**src/hdl/obl_cfg.svh**
```systemverilog
/*
  Constants of the option byte loader: option area addresses, field
  positions, register offsets and reset values.
  Assumes inclusion by the package and by the loader module.
*/
`ifndef OBL_CFG_SVH
`define OBL_CFG_SVH

// ----------------------------------------
// option area addresses
// ----------------------------------------
`define OBL_ADDR_WDOG 8'h80
`define OBL_ADDR_RSV1 8'h81
`define OBL_ADDR_RSV3 8'h83
`define OBL_ADDR_DBG 8'h84
`define OBL_ADDR_LAST 8'h84

// ----------------------------------------
// watchdog and debug byte fields
// ----------------------------------------
`define OBL_WIN_HI 6
`define OBL_WIN_LO 5
`define OBL_WDEN_BIT 4
`define OBL_OVF_HI 3
`define OBL_OVF_LO 1
`define OBL_LOCK_BIT 0
`define OBL_DBG_HI 1
`define OBL_DBG_LO 0
`define OBL_OVF_BASE 5'h0A

// ----------------------------------------
// register port offsets and reset values
// ----------------------------------------
`define OBL_REG_WDOG 8'h80
`define OBL_REG_DBG 8'h84
`define OBL_REG_STATUS 8'h90
`define OBL_REG_OSC_MODE 8'h91
`define OBL_RST_BYTE 8'h00
`define OBL_FLASH_LAT 2'h1

`endif

```
**src/hdl/obl_pkg.sv**
```systemverilog
/*
  Types of the option byte loader.
  Assumes obl_cfg.svh on the include path.
*/
`include "obl_cfg.svh"

package obl_pkg;

  typedef enum logic [1:0] {
    OBL_DBG_OFF = 2'b00,
    OBL_DBG_BAD = 2'b01,
    OBL_DBG_KEEP = 2'b10,
    OBL_DBG_ERASE = 2'b11
  } obl_dbg_mode_t;

  typedef enum logic [1:0] {
    OBL_WIN_25 = 2'b00,
    OBL_WIN_50 = 2'b01,
    OBL_WIN_75 = 2'b10,
    OBL_WIN_100 = 2'b11
  } obl_window_t;

  typedef enum logic [1:0] {
    OBL_ST_ISSUE = 2'b00,
    OBL_ST_WAIT = 2'b01,
    OBL_ST_DONE = 2'b10
  } obl_state_t;

endpackage : obl_pkg

```
**src/hdl/obl_clk_gate.sv**
```systemverilog
/*
  Slow oscillator stop and watchdog count clock gating.
  Assumes the configuration inputs are stable once loaded.
*/
`timescale 1ns/1ps
`default_nettype none

module obl_clk_gate
  import obl_pkg::*;
(
  input wire logic ref_clk,
  input wire logic rst,
  input wire logic cfg_valid,
  input wire logic slow_osc_lock,
  input wire logic slow_osc_stop_request,
  input wire logic standby,
  input wire logic timer_uses_slow,
  output logic slow_osc_run,
  output logic wdog_clk_en,
  output logic timer_clk_en
);

  logic next_slow_osc_run;
  logic next_wdog_clk_en;
  logic next_timer_clk_en;

  always_comb begin
    // locked oscillator ignores the stop request
    next_slow_osc_run = slow_osc_lock | ~slow_osc_stop_request;
    // unlocked: no watchdog count clock in standby regardless of stop bit
    next_wdog_clk_en = cfg_valid & next_slow_osc_run & ~(standby & ~slow_osc_lock);
    // the timer keeps its slow clock in standby
    next_timer_clk_en = timer_uses_slow & next_slow_osc_run;
  end

  always_ff @(posedge ref_clk) begin
    if (rst) begin
      slow_osc_run <= 1'b1;
      wdog_clk_en <= 1'b0;
      timer_clk_en <= 1'b0;
    end else begin
      slow_osc_run <= next_slow_osc_run;
      wdog_clk_en <= next_wdog_clk_en;
      timer_clk_en <= next_timer_clk_en;
    end
  end

  chk_standby_gate: assert property (@(posedge ref_clk) disable iff (rst)
    (standby && !slow_osc_lock) |=> !wdog_clk_en)
    else $error("watchdog clock ran in standby while unlocked");
  chk_lock_holds: assert property (@(posedge ref_clk) disable iff (rst)
    slow_osc_lock |=> slow_osc_run)
    else $error("locked slow oscillator stopped");
  chk_timer_standby: assert property (@(posedge ref_clk) disable iff (rst)
    (timer_uses_slow && slow_osc_lock) |=> timer_clk_en)
    else $error("timer slow clock withheld");

endmodule : obl_clk_gate

`default_nettype wire

```
**src/hdl/obl_loader.sv**
```systemverilog
/*
  Option byte loader: after reset reads option bytes 80h..84h from flash,
  latches watchdog, slow oscillator and debug settings, and holds them.
  Assumes a flash read port whose data stand for the addressed byte while
  the read strobe is high (taken at the edge that ends the strobe cycle),
  and a simple register port with read data one cycle after the read strobe.
*/
// The implementer's own choice: the plain strobed port.
// Functional notes
// - after every reset read the option bytes and configure before operation
// - window bits 6:5 select 25, 50 or 75 percent open period
// - enable bit 4 starts watchdog counting and illegal access detection
// - overflow bits 3:1 give 2 to the power 10 plus code slow clocks
// - lock bit 0 set makes the oscillator stop request ineffective
// - watchdog keeps counting during flash self programming
// - unlocked oscillator: no watchdog count clock in standby modes
// - timer on slow clock keeps it in standby modes
// - debug byte selects disabled, enabled keep, or enabled erase
// - debug byte bits 1:0 code the mode; 02h or 03h enables debug
`timescale 1ns/1ps
`default_nettype none
`include "obl_cfg.svh"

module obl_loader
  import obl_pkg::*;
(
  input wire logic ref_clk,
  input wire logic rst,
  // flash option area read port
  output logic flash_rd,
  output logic [7:0] flash_addr,
  input wire logic [7:0] flash_data,
  // system status
  input wire logic standby,
  input wire logic self_program,
  input wire logic timer_uses_slow,
  // register port
  input wire logic [7:0] reg_addr,
  input wire logic [7:0] reg_wdata,
  input wire logic reg_wr,
  input wire logic reg_rd,
  output logic [7:0] reg_rdata,
  // configuration outputs
  output logic cfg_valid,
  output logic wdog_run,
  output logic illegal_detect_en,
  output logic [1:0] open_period_sel,
  output logic [4:0] overflow_exp,
  output logic wdog_clk_en,
  output logic slow_osc_run,
  output logic timer_clk_en,
  output logic debug_en,
  output logic debug_erase_on_fail
);

  // ----------------------------------------
  // load sequencer
  // ----------------------------------------
  obl_state_t state;
  obl_state_t next_state;
  logic [7:0] addr;
  logic [7:0] next_addr;
  logic [7:0] wdog_byte;
  logic [7:0] next_wdog_byte;
  logic [7:0] dbg_byte;
  logic [7:0] next_dbg_byte;
  logic next_flash_rd;

  always_comb begin
    next_state = state;
    next_addr = addr;
    next_wdog_byte = wdog_byte;
    next_dbg_byte = dbg_byte;
    next_flash_rd = 1'b0;
    case (state)
      OBL_ST_ISSUE: begin
        next_flash_rd = 1'b1;
        next_state = OBL_ST_WAIT;
      end
      OBL_ST_WAIT: begin
        // reserved bytes are read but ignored; the programmer keeps them zero
        if (addr == `OBL_ADDR_WDOG) begin
          next_wdog_byte = flash_data;
        end else if (addr == `OBL_ADDR_DBG) begin
          next_dbg_byte = flash_data;
        end
        if (addr == `OBL_ADDR_LAST) begin
          next_state = OBL_ST_DONE;
        end else begin
          next_addr = addr + 8'h01;
          next_state = OBL_ST_ISSUE;
        end
      end
      OBL_ST_DONE: begin
        next_state = OBL_ST_DONE;
      end
      default: begin
        next_state = OBL_ST_ISSUE;
      end
    endcase
  end

  always_ff @(posedge ref_clk) begin
    if (rst) begin
      state <= OBL_ST_ISSUE;
      addr <= `OBL_ADDR_WDOG;
      wdog_byte <= `OBL_RST_BYTE;
      dbg_byte <= `OBL_RST_BYTE;
      flash_rd <= 1'b0;
    end else begin
      state <= next_state;
      addr <= next_addr;
      wdog_byte <= next_wdog_byte;
      dbg_byte <= next_dbg_byte;
      flash_rd <= next_flash_rd;
    end
  end

  assign flash_addr = addr;

  // ----------------------------------------
  // configuration decode
  // ----------------------------------------
  logic next_cfg_valid;
  logic next_wdog_run;
  logic [1:0] next_open_period_sel;
  logic [4:0] next_overflow_exp;
  logic next_debug_en;
  logic next_debug_erase;
  logic [2:0] ovf_code;
  obl_dbg_mode_t dbg_mode;

  always_comb begin
    ovf_code = wdog_byte[`OBL_OVF_HI:`OBL_OVF_LO];
    dbg_mode = obl_dbg_mode_t'(dbg_byte[`OBL_DBG_HI:`OBL_DBG_LO]);
    next_cfg_valid = (state == OBL_ST_DONE);
    // bit 7 is ignored; the programmer keeps it zero
    next_open_period_sel = wdog_byte[`OBL_WIN_HI:`OBL_WIN_LO];
    // self programming does not pause the counter
    next_wdog_run = next_cfg_valid & wdog_byte[`OBL_WDEN_BIT];
    next_overflow_exp = `OBL_OVF_BASE + {2'b00, ovf_code};
    // the prohibited code 01 leaves debug disabled
    next_debug_en = next_cfg_valid
                    & (dbg_mode == OBL_DBG_KEEP || dbg_mode == OBL_DBG_ERASE);
    next_debug_erase = next_cfg_valid & (dbg_mode == OBL_DBG_ERASE);
  end

  always_ff @(posedge ref_clk) begin
    if (rst) begin
      cfg_valid <= 1'b0;
      wdog_run <= 1'b0;
      illegal_detect_en <= 1'b0;
      open_period_sel <= 2'b00;
      overflow_exp <= `OBL_OVF_BASE;
      debug_en <= 1'b0;
      debug_erase_on_fail <= 1'b0;
    end else begin
      cfg_valid <= next_cfg_valid;
      wdog_run <= next_wdog_run;
      illegal_detect_en <= next_wdog_run;
      open_period_sel <= next_open_period_sel;
      overflow_exp <= next_overflow_exp;
      debug_en <= next_debug_en;
      debug_erase_on_fail <= next_debug_erase;
    end
  end

  // ----------------------------------------
  // register port
  // ----------------------------------------
  logic slow_osc_stop_request;
  logic next_stop_request;
  logic [7:0] next_rdata;

  always_comb begin
    next_stop_request = slow_osc_stop_request;
    // option bytes are read only; software writes there are dropped
    if (reg_wr && reg_addr == `OBL_REG_OSC_MODE) begin
      next_stop_request = reg_wdata[1];
    end
    next_rdata = 8'h00;
    if (reg_rd) begin
      if (reg_addr == `OBL_REG_WDOG) begin
        next_rdata = wdog_byte;
      end else if (reg_addr == `OBL_REG_DBG) begin
        next_rdata = dbg_byte;
      end else if (reg_addr == `OBL_REG_STATUS) begin
        next_rdata = {5'h00, debug_en, wdog_run, cfg_valid};
      end else if (reg_addr == `OBL_REG_OSC_MODE) begin
        next_rdata = {6'h00, slow_osc_stop_request, 1'b0};
      end else begin
        next_rdata = 8'h00;
      end
    end
  end

  always_ff @(posedge ref_clk) begin
    if (rst) begin
      slow_osc_stop_request <= 1'b0;
      reg_rdata <= 8'h00;
    end else begin
      slow_osc_stop_request <= next_stop_request;
      reg_rdata <= next_rdata;
    end
  end

  // ----------------------------------------
  // clock gating
  // ----------------------------------------
  obl_clk_gate u_gate (
    .ref_clk(ref_clk),
    .rst(rst),
    .cfg_valid(cfg_valid),
    .slow_osc_lock(wdog_byte[`OBL_LOCK_BIT]),
    .slow_osc_stop_request(slow_osc_stop_request),
    .standby(standby),
    .timer_uses_slow(timer_uses_slow),
    .slow_osc_run(slow_osc_run),
    .wdog_clk_en(wdog_clk_en),
    .timer_clk_en(timer_clk_en)
  );

  // ----------------------------------------
  // checks
  // ----------------------------------------
  chk_load_done: assert property (@(posedge ref_clk) disable iff (rst)
    $rose(cfg_valid) |-> $past(state) == OBL_ST_DONE)
    else $error("configuration valid before load finished");
  chk_cfg_frozen: assert property (@(posedge ref_clk) disable iff (rst)
    cfg_valid |=> $stable(wdog_byte) && $stable(dbg_byte) && cfg_valid)
    else $error("loaded configuration changed");
  chk_wdog_enable: assert property (@(posedge ref_clk) disable iff (rst)
    cfg_valid |=> wdog_run == $past(wdog_byte[`OBL_WDEN_BIT]))
    else $error("watchdog run does not follow enable bit");
  chk_detect_pair: assert property (@(posedge ref_clk) disable iff (rst)
    illegal_detect_en == (cfg_valid && wdog_byte[`OBL_WDEN_BIT]))
    else $error("illegal access detection differs from counting");
  chk_overflow_exp: assert property (@(posedge ref_clk) disable iff (rst)
    cfg_valid |-> overflow_exp == 5'(10 + int'(wdog_byte[3:1])))
    else $error("overflow exponent wrong");
  chk_window_sel: assert property (@(posedge ref_clk) disable iff (rst)
    cfg_valid |-> open_period_sel == wdog_byte[6:5])
    else $error("window select wrong");
  chk_debug_mode: assert property (@(posedge ref_clk) disable iff (rst)
    cfg_valid |-> debug_en == dbg_byte[1] && debug_erase_on_fail == (dbg_byte[1:0] == 2'b11))
    else $error("debug mode decode wrong");
  chk_self_prog: assert property (@(posedge ref_clk) disable iff (rst)
    (wdog_run && self_program) |=> wdog_run)
    else $error("watchdog stopped during self programming");
  chk_load_time: assert property (@(posedge ref_clk) disable iff (rst)
    $fell(rst) |-> ##[9:12] cfg_valid)
    else $error("load did not finish in time");

  cov_debug_erase: cover property (@(posedge ref_clk) $rose(debug_erase_on_fail));
  cov_wdog_on: cover property (@(posedge ref_clk) $rose(wdog_run));
  cov_osc_stop: cover property (@(posedge ref_clk) cfg_valid && !slow_osc_run);
  cov_standby: cover property (@(posedge ref_clk) cfg_valid && standby && timer_clk_en);

endmodule : obl_loader

`default_nettype wire

```
**config.mk**
```make
export PLATFORM = sky130hd
export DESIGN_NAME = obl_loader
export DESIGN_NICKNAME = d
export VERILOG_FILES = /design/src/hdl/obl_pkg.sv /design/src/hdl/obl_clk_gate.sv /design/src/hdl/obl_loader.sv
export VERILOG_INCLUDE_DIRS = /design/src /design/src/hdl
export SDC_FILE = /design/constraint.sdc
export NUM_CORES = 1
export LEC_CHECK = 0
export BUFFER_PORTS_ARGS = -buffer_cell sky130_fd_sc_hd__buf_4
export CORE_MARGIN = 2
export CORE_UTILIZATION = 55
export CTS_BUF_LIST = sky130_fd_sc_hd__clkbuf_2 sky130_fd_sc_hd__clkbuf_4 sky130_fd_sc_hd__clkbuf_8
export CTS_CLUSTER_SIZE = 30
export DETAILED_ROUTE_END_ITERATION = 8
export PLACE_DENSITY = 0.95
export SLEW_MARGIN = 20
export SYNTH_ARGS = -nofsm -noshare
export SYNTH_HDL_FRONTEND = slang
export SYNTH_SLANG_ARGS = --single-unit
```
**constraint.sdc**
```tcl
create_clock -name ref_clk -period 4.95 [get_ports ref_clk]
set_clock_uncertainty 0.1 [all_clocks]
set_input_delay 0.495 -clock ref_clk [delete_from_list [all_inputs] [get_ports ref_clk]]
set_output_delay 0.495 -clock ref_clk [all_outputs]
set_load 0.02 [all_outputs]
```
==> results of run 1 <==
## cells by family after synthesis
family,share of synthesized area
AO/OA/AOI/OAI,0.0412
XOR/XNOR,0.0283
adder cells (fa/ha/maj),0.0202
buffers and inverters,0.0290
flip-flops,0.529
multiplexers,0.130
AND/OR/NAND/NOR,0.223
## placed cells by master, fill, tap and decap left out, types with 6 or more instances in the layout
cell type,n
dfxtp_1,49
mux2i_1,24
buf_4,54
nor2_1,34
nand2_1,7
nor3_1,6
nand3_1,8
nor2b_1,9
## through the flow
stage                     utilization  hold slack (ns)  cells
after floorplan                     -            0.289    187
after global placement          0.696            0.314    279
after detailed placement        0.696            0.327    279
after CTS                       0.721            0.238    287
after global routing            0.721            0.243    287
final                           0.721            0.247    287
## power by group through the flow
| stage | clock network (uW) | logic [uW] | registers (uW) |
|---|---|---|---|
| after floorplan | 0 | 36.2 | 425 |
| after CTS | 239 | 72.9 | 412 |
| after global placement | 0 | 70.0 | 420 |
| final | 235 | 72.1 | 412 |
| after global routing | 259 | 78.4 | 414 |
| after detailed placement | 0 | 72.5 | 421 |
## cell type report
type / instances / area [sq um] / share of cell area
clock buffer: 5 / 37.5 / 0.0158
clock inverter: 3 / 43.8 / 0.0185
inverter: 5 / 18.8 / 0.00792
multi-input combinational: 125 / 825 / 0.348
sequential: 49 / 981 / 0.414
tap: 46 / 57.6 / 0.0243
timing repair buffer: 54 / 405 / 0.171
## final timing paths
kind | from | endpoint | slack (ns) | cells past startpoint
worst max-delay path | flash_addr[3]$_SDFFE_PP0P_ | dbg_byte[3]$_SDFFE_PP0P_ | 2.66 | 4
worst min-delay path | reg_wdata[1] | slow_osc_stop_request$_SDFFE_PP0P_ | 0.25 | 3
worst max register to register | flash_addr[3]$_SDFFE_PP0P_ | dbg_byte[3]$_SDFFE_PP0P_ | 2.66 | 4
worst min register to register | wdog_byte[2]$_SDFFE_PP0P_ | overflow_exp[1]$_SDFF_PP1_ | 0.37 | 1
## sequential cells by signal (all words and copies together) (netlist names)
register and count:
u_gate.wdog_clk_en 1, wdog_byte 8, illegal_detect_en 1, u_gate.slow_osc_run 1, flash_addr 8, u_gate.timer_clk_en 1
open_period_sel 2, slow_osc_stop_request 1, state 2, debug_en 1, reg_rdata 8, cfg_valid 1
dbg_byte 8, overflow_exp 5, debug_erase_on_fail 1
## worst max-delay path, delay by kind of cell (launching register included)
family           cells  cell delay (ns)
and+or+nand+nor      3             1.41
DFF                  1             0.40
muxes                1             0.28
## layer usage
metal | global-route usage | vias up | share of wire
li1 | - | 735 | -
met4 | 0.103 | 0 | 0.022
met3 | 0.0642 | 11 | 0.069
met1 | 0.249 | 678 | 0.42
met5 | 0 | - | 0
met2 | 0.332 | 51 | 0.49
==> impl_metrics.yaml, run 1 <==
timing:
  worst_slew_pin_slew_ns: 0.874
  setup_viol: 0
  fin_crit_sh: 0.463
  max_freq_mhz: 436
  grt_setup_unrepaired: "no"
  relSlewSlack: 0.414
  final_hold_viol_count: 0
  fin_crit_ns: 2.29
  tns_ns: 0
  maxSlewViolCount: 0
  setup_slack_ns: 2.66
run_status:
  status: "completed"
cells_and_area:
  fin_nets: 274
  n_fill_cell: 252
  design_area_sq_um: 2370
  area_delta_synth_final_pct: 27.7
  drive_gt1_frac: 0.270
  antennaDiodeCount: 0
setup_path:
  cp_slowest_cell: "nor3_2"
  start_kind: "flop"
  max_stage_delay_ns: 0.75
  endpoint_kind: "flop"
  worst-setup-path-type: "reg2reg"
  cp.arrival_ns: 2.46
  crit_chain: "or4_4 -> nor3_2 -> mux2i_1 -> nor2_1"
  path_max_fanout: 9
  critPathRequiredTime_ns: 5.11
logic_synthesis:
  synth_flop_cell: "dfxtp_1"
  synth_area_leaders: "dfxtp_1 (53%), mux2i_1 (13%), nor2_1 (6.9%), nor2b_1 (3.0%), xnor2_1 (2.4%)"
  syn-num-nets: 221
  ys_types: 31
  netlist_instances: 187
  ys_seq_elements: 49
  synth_edf_count: 0
  synthArstFlopShare: 0
  yosys-top-cells-count: "dfxtp_1 (49), nor2_1 (34), mux2i_1 (24)"
  synth_top_area_frac: 0.529
  synth_area_leader_cell: "dfxtp_1"
  yosys_warnings: 0
  synth_area_sq_um: 1850
  yosysSeqAreaShare: 0.529
  synth_most_common_cell: "dfxtp_1"
  synth_area_per_cell_sq_um: 9.92
clocking:
  cts_made_buffers: 5
  tritoncts: "yes"
  cts_resized: 0
  clockRootBuffer: "clkbuf_4"
  clkSinkCount: 49
  postCtsSetupRepairBufs: 0
  worstSkewPairLatency_ns: 0.37
  cts_hold_buffers: 0
  clkTransAtPathRegs_ns: 0.14
  clockBufferDepth: 2
  htreeDepth: 2
route:
  vias: 1475
  firstDrtPassIters: 4
  route.detailed.drc: 0
  wl_mm: 3.83
  ant_nets: 0
  wl_per_cell_um: 13.3
  via_per_inst: 5.14
  drtIter0Drc: 64
grt:
  grt.overflow.total: 0
  grt_pass1_vias: 1273
  grt_pass1_wl_mm: 5.70
  antenna_found_initial: 0
  grt_use_total: 0.207
  grt_max_degree: 34
pwr:
  comb_power_share: 0.100
  cellPowerDensity_nw_per_um2: 304
  p_sw_frac: 0.241
  vdd_drop_max_v: 0.000189
  clockPowerShare: 0.327
  pwr-share-seq: 0.573
  power_switching_uw: 174
  p_total_uw: 720
  power.leakage_uw: 0.00103
  p_int_uw: 546
placement:
  preCtsSetupSlack_ns: 2.65
  placedInstanceArea_sq_um: 2290
  post-dp-hpwl_mm: 2.76
  io_buffers: 54
  gp_congestion: 0.836
die:
  die-height_um: 62.1
  dieArea_sq_um: 3850
  io_pins: 63
  initial_utilization: 0.565
  num_rows: 21
  coreArea_sq_um: 3280
  dieWidth_um: 62.1
run:
  maxCapViolations: 0
hold_path:
  holdCritPathClass: "in2reg"
No activity file was read; power rests on OpenSTA's default activity.
==> inputs of run 2 (changes only) <==
--- a/config.mk
+++ b/config.mk
@@ -8,11 +8,11 @@
 export LEC_CHECK = 0
 export BUFFER_PORTS_ARGS = -buffer_cell sky130_fd_sc_hd__buf_4
 export CORE_MARGIN = 2
-export CORE_UTILIZATION = 55
+export CORE_UTILIZATION = 46
 export CTS_BUF_LIST = sky130_fd_sc_hd__clkbuf_2 sky130_fd_sc_hd__clkbuf_4 sky130_fd_sc_hd__clkbuf_8
 export CTS_CLUSTER_SIZE = 30
 export DETAILED_ROUTE_END_ITERATION = 8
-export PLACE_DENSITY = 0.95
+export PLACE_DENSITY = 0.87
 export SLEW_MARGIN = 20
 export SYNTH_ARGS = -nofsm -noshare
 export SYNTH_HDL_FRONTEND = slang
==> constraint.sdc (replaced) <==
create_clock -name ref_clk -period 1.9 [get_ports ref_clk]
set_clock_uncertainty 0.1 [all_clocks]
set_input_delay 0.19 -clock ref_clk [delete_from_list [all_inputs] [get_ports ref_clk]]
set_output_delay 0.19 -clock ref_clk [all_outputs]
set_load 0.02 [all_outputs]
==> run 2 against run 1 <==
Sequential power increased to 2.6 times the previous value. Routed wire length grew 0.86%. Final cell count rose by 3.8%. Die area is 18% higher. Global-route usage fell by 3.0 points. Power rose to 2.8 times the previous value. Sequential cell count did not move. Critical path type unchanged.
==> impl_metrics.yaml, run 2 (synthesis gave the netlist of run 1 again) <==
run_status:
  status: "completed"
hold_path:
  worstHoldStart: "reg_wdata[1]"
  holdCritPathClass: "in2reg"
setup_path:
  r2r-end: "dbg_byte[4]$_SDFFE_PP0P_"
  worst-setup-path-type: "reg2reg"
  r2r-start: "flash_addr[4]$_SDFFE_PP0P_"
  cp.arrival_ns: 1.90
  r2r_setup_slack_ns: 0.09
  start_kind: "flop"
  reg2reg_depth: 5
  endpoint: "dbg_byte[4]$_SDFFE_PP0P_"
  endpoint_kind: "flop"
  path_max_fanout: 5
  critPathRequiredTime_ns: 1.99
  cp-startpoint: "flash_addr[4]$_SDFFE_PP0P_"
placement:
  post-dp-hpwl_mm: 2.66
  io_buffers: 54
  dp_cells: 289
  gp_congestion: 0.737
  placedInstanceArea_sq_um: 2340
grt:
  grt_pass1_vias: 1387
  grt_use_total: 0.177
  grt.overflow.total: 0
  antenna_found_initial: 0
  grt_max_degree: 34
  use_met2: 0.315
  gr-usage-met3: 0.0400
  use_met1: 0.201
  grt_pass1_wl_mm: 6.04
  top_usage_layer: "met2"
cells_and_area:
  design_area_sq_um: 2480
  fin_cells: 298
  final_util: 0.630
  drive_gt1_frac: 0.302
  final_cell_mix: "buf_4 (60), dfxtp_1 (47), nor2_1 (34)"
  layout_commonest_cell: "buf_4"
  n_fill_cell: 329
  fin_nets: 281
  area_delta_synth_final_pct: 33.9
  antennaDiodeCount: 0
timing:
  fin_crit_sh: 0.955
  setup_viol: 0
  tns_ns: 0
  relSlewSlack: 0.684
  maxSlewViolCount: 0
  hold_slack_ns: 0.0256
  worst_slew_pin_slew_ns: 0.467
  fin_crit_ns: 1.81
  grt_setup_unrepaired: "no"
  final_hold_viol_count: 0
  max_freq_mhz: 551
die:
  io_pins: 63
  dieArea_sq_um: 4550
  initial_utilization: 0.470
  coreArea_sq_um: 3940
  dieWidth_um: 67.5
  die-height_um: 67.5
  num_rows: 23
pwr:
  power.leakage_uw: 0.00108
  clockPowerShare: 0.379
  p_int_uw: 1590
  comb_power_share: 0.098
  power_switching_uw: 454
  vdd_drop_max_v: 0.000400
  cellPowerDensity_nw_per_um2: 824
  p_sw_frac: 0.222
  pwr-share-seq: 0.523
clocking:
  tritoncts: "yes"
  clockBufferDepth: 2
  worstSkewPairLatency_ns: 0.30
  cts_made_buffers: 5
  clockRootBuffer: "clkbuf_8"
  htreeDepth: 2
  clkSinkCount: 49
  clkTransAtPathRegs_ns: 0.08
route:
  via_per_inst: 4.93
  wl_mm: 3.86
  drtIter0Drc: 86
  route.detailed.drc: 0
  ant_nets: 0
  firstDrtPassIters: 4
  wl_per_cell_um: 13.0
  vias: 1469
run:
  maxCapViolations: 0
[run 2: power by group through the flow]
stage | combinational (uW) | clock [uW] | sequential, uW
after floorplan | 95.2 | 0 | 1110
after global placement | 189 | 0 | 1100
after detailed placement | 194 | 0 | 1100
after CTS | 196 | 786 | 1070
after global routing | 219 | 816 | 1070
final | 200 | 776 | 1070
[run 2: layout make-up]
type,instances,area [sq um],area share
multi-input combinational,125,833,0.336
clock buffer,7,90.1,0.0363
tap,50,62.6,0.0252
clock inverter,1,30.0,0.0121
timing repair buffer,61,462,0.186
sequential,49,986,0.397
inverter,5,18.8,0.00756
[run 2: worst min-delay path by stage]
stage | slack (ns) | end | depth (start not counted)
after global routing | 0.05 | wdog_byte[4]$_SDFFE_PP0P_ | 3
after CTS | 0.02 | slow_osc_stop_request$_SDFFE_PP0P_ | 3
final | 0.03 | slow_osc_stop_request$_SDFFE_PP0P_ | 3
after floorplan | 0.17 | overflow_exp[4]$_SDFF_PP0_ | 1
after global placement | 0.31 | overflow_exp[1]$_SDFF_PP1_ | 1
after detailed placement | 0.31 | overflow_exp[1]$_SDFF_PP1_ | 1
[run 2: per-layer routing]
layer,up-vias,part of all wire
li1,750,-
met2,51,0.50
met3,7,0.070
met1,661,0.42
met4,0,0.017
met5,-,0
[run 2: worst max-delay path, stage by stage, from the launching register on]
cell and delay (ns):
dfxtp_4 0.35, or4_4 0.56, nor3_4 0.23, buf_4 0.19, mux2i_1 0.22, nor2_1 0.05
[run 2: timing repair]
action | CTS | global route
setup buffers | 0 | 1
setup endpoints to repair | 0 | 10
resized for setup | 0 | 4
hold buffers | 0 | 0
[run 2: stage by stage]
step	power, uW	setup slack (ns)
detailed placement	1290	0.0471
CTS	2050	0.0254
floorplan	1200	0.00667
global route	2110	0.00159
finish	2050	0.0864
global placement	1280	0.114
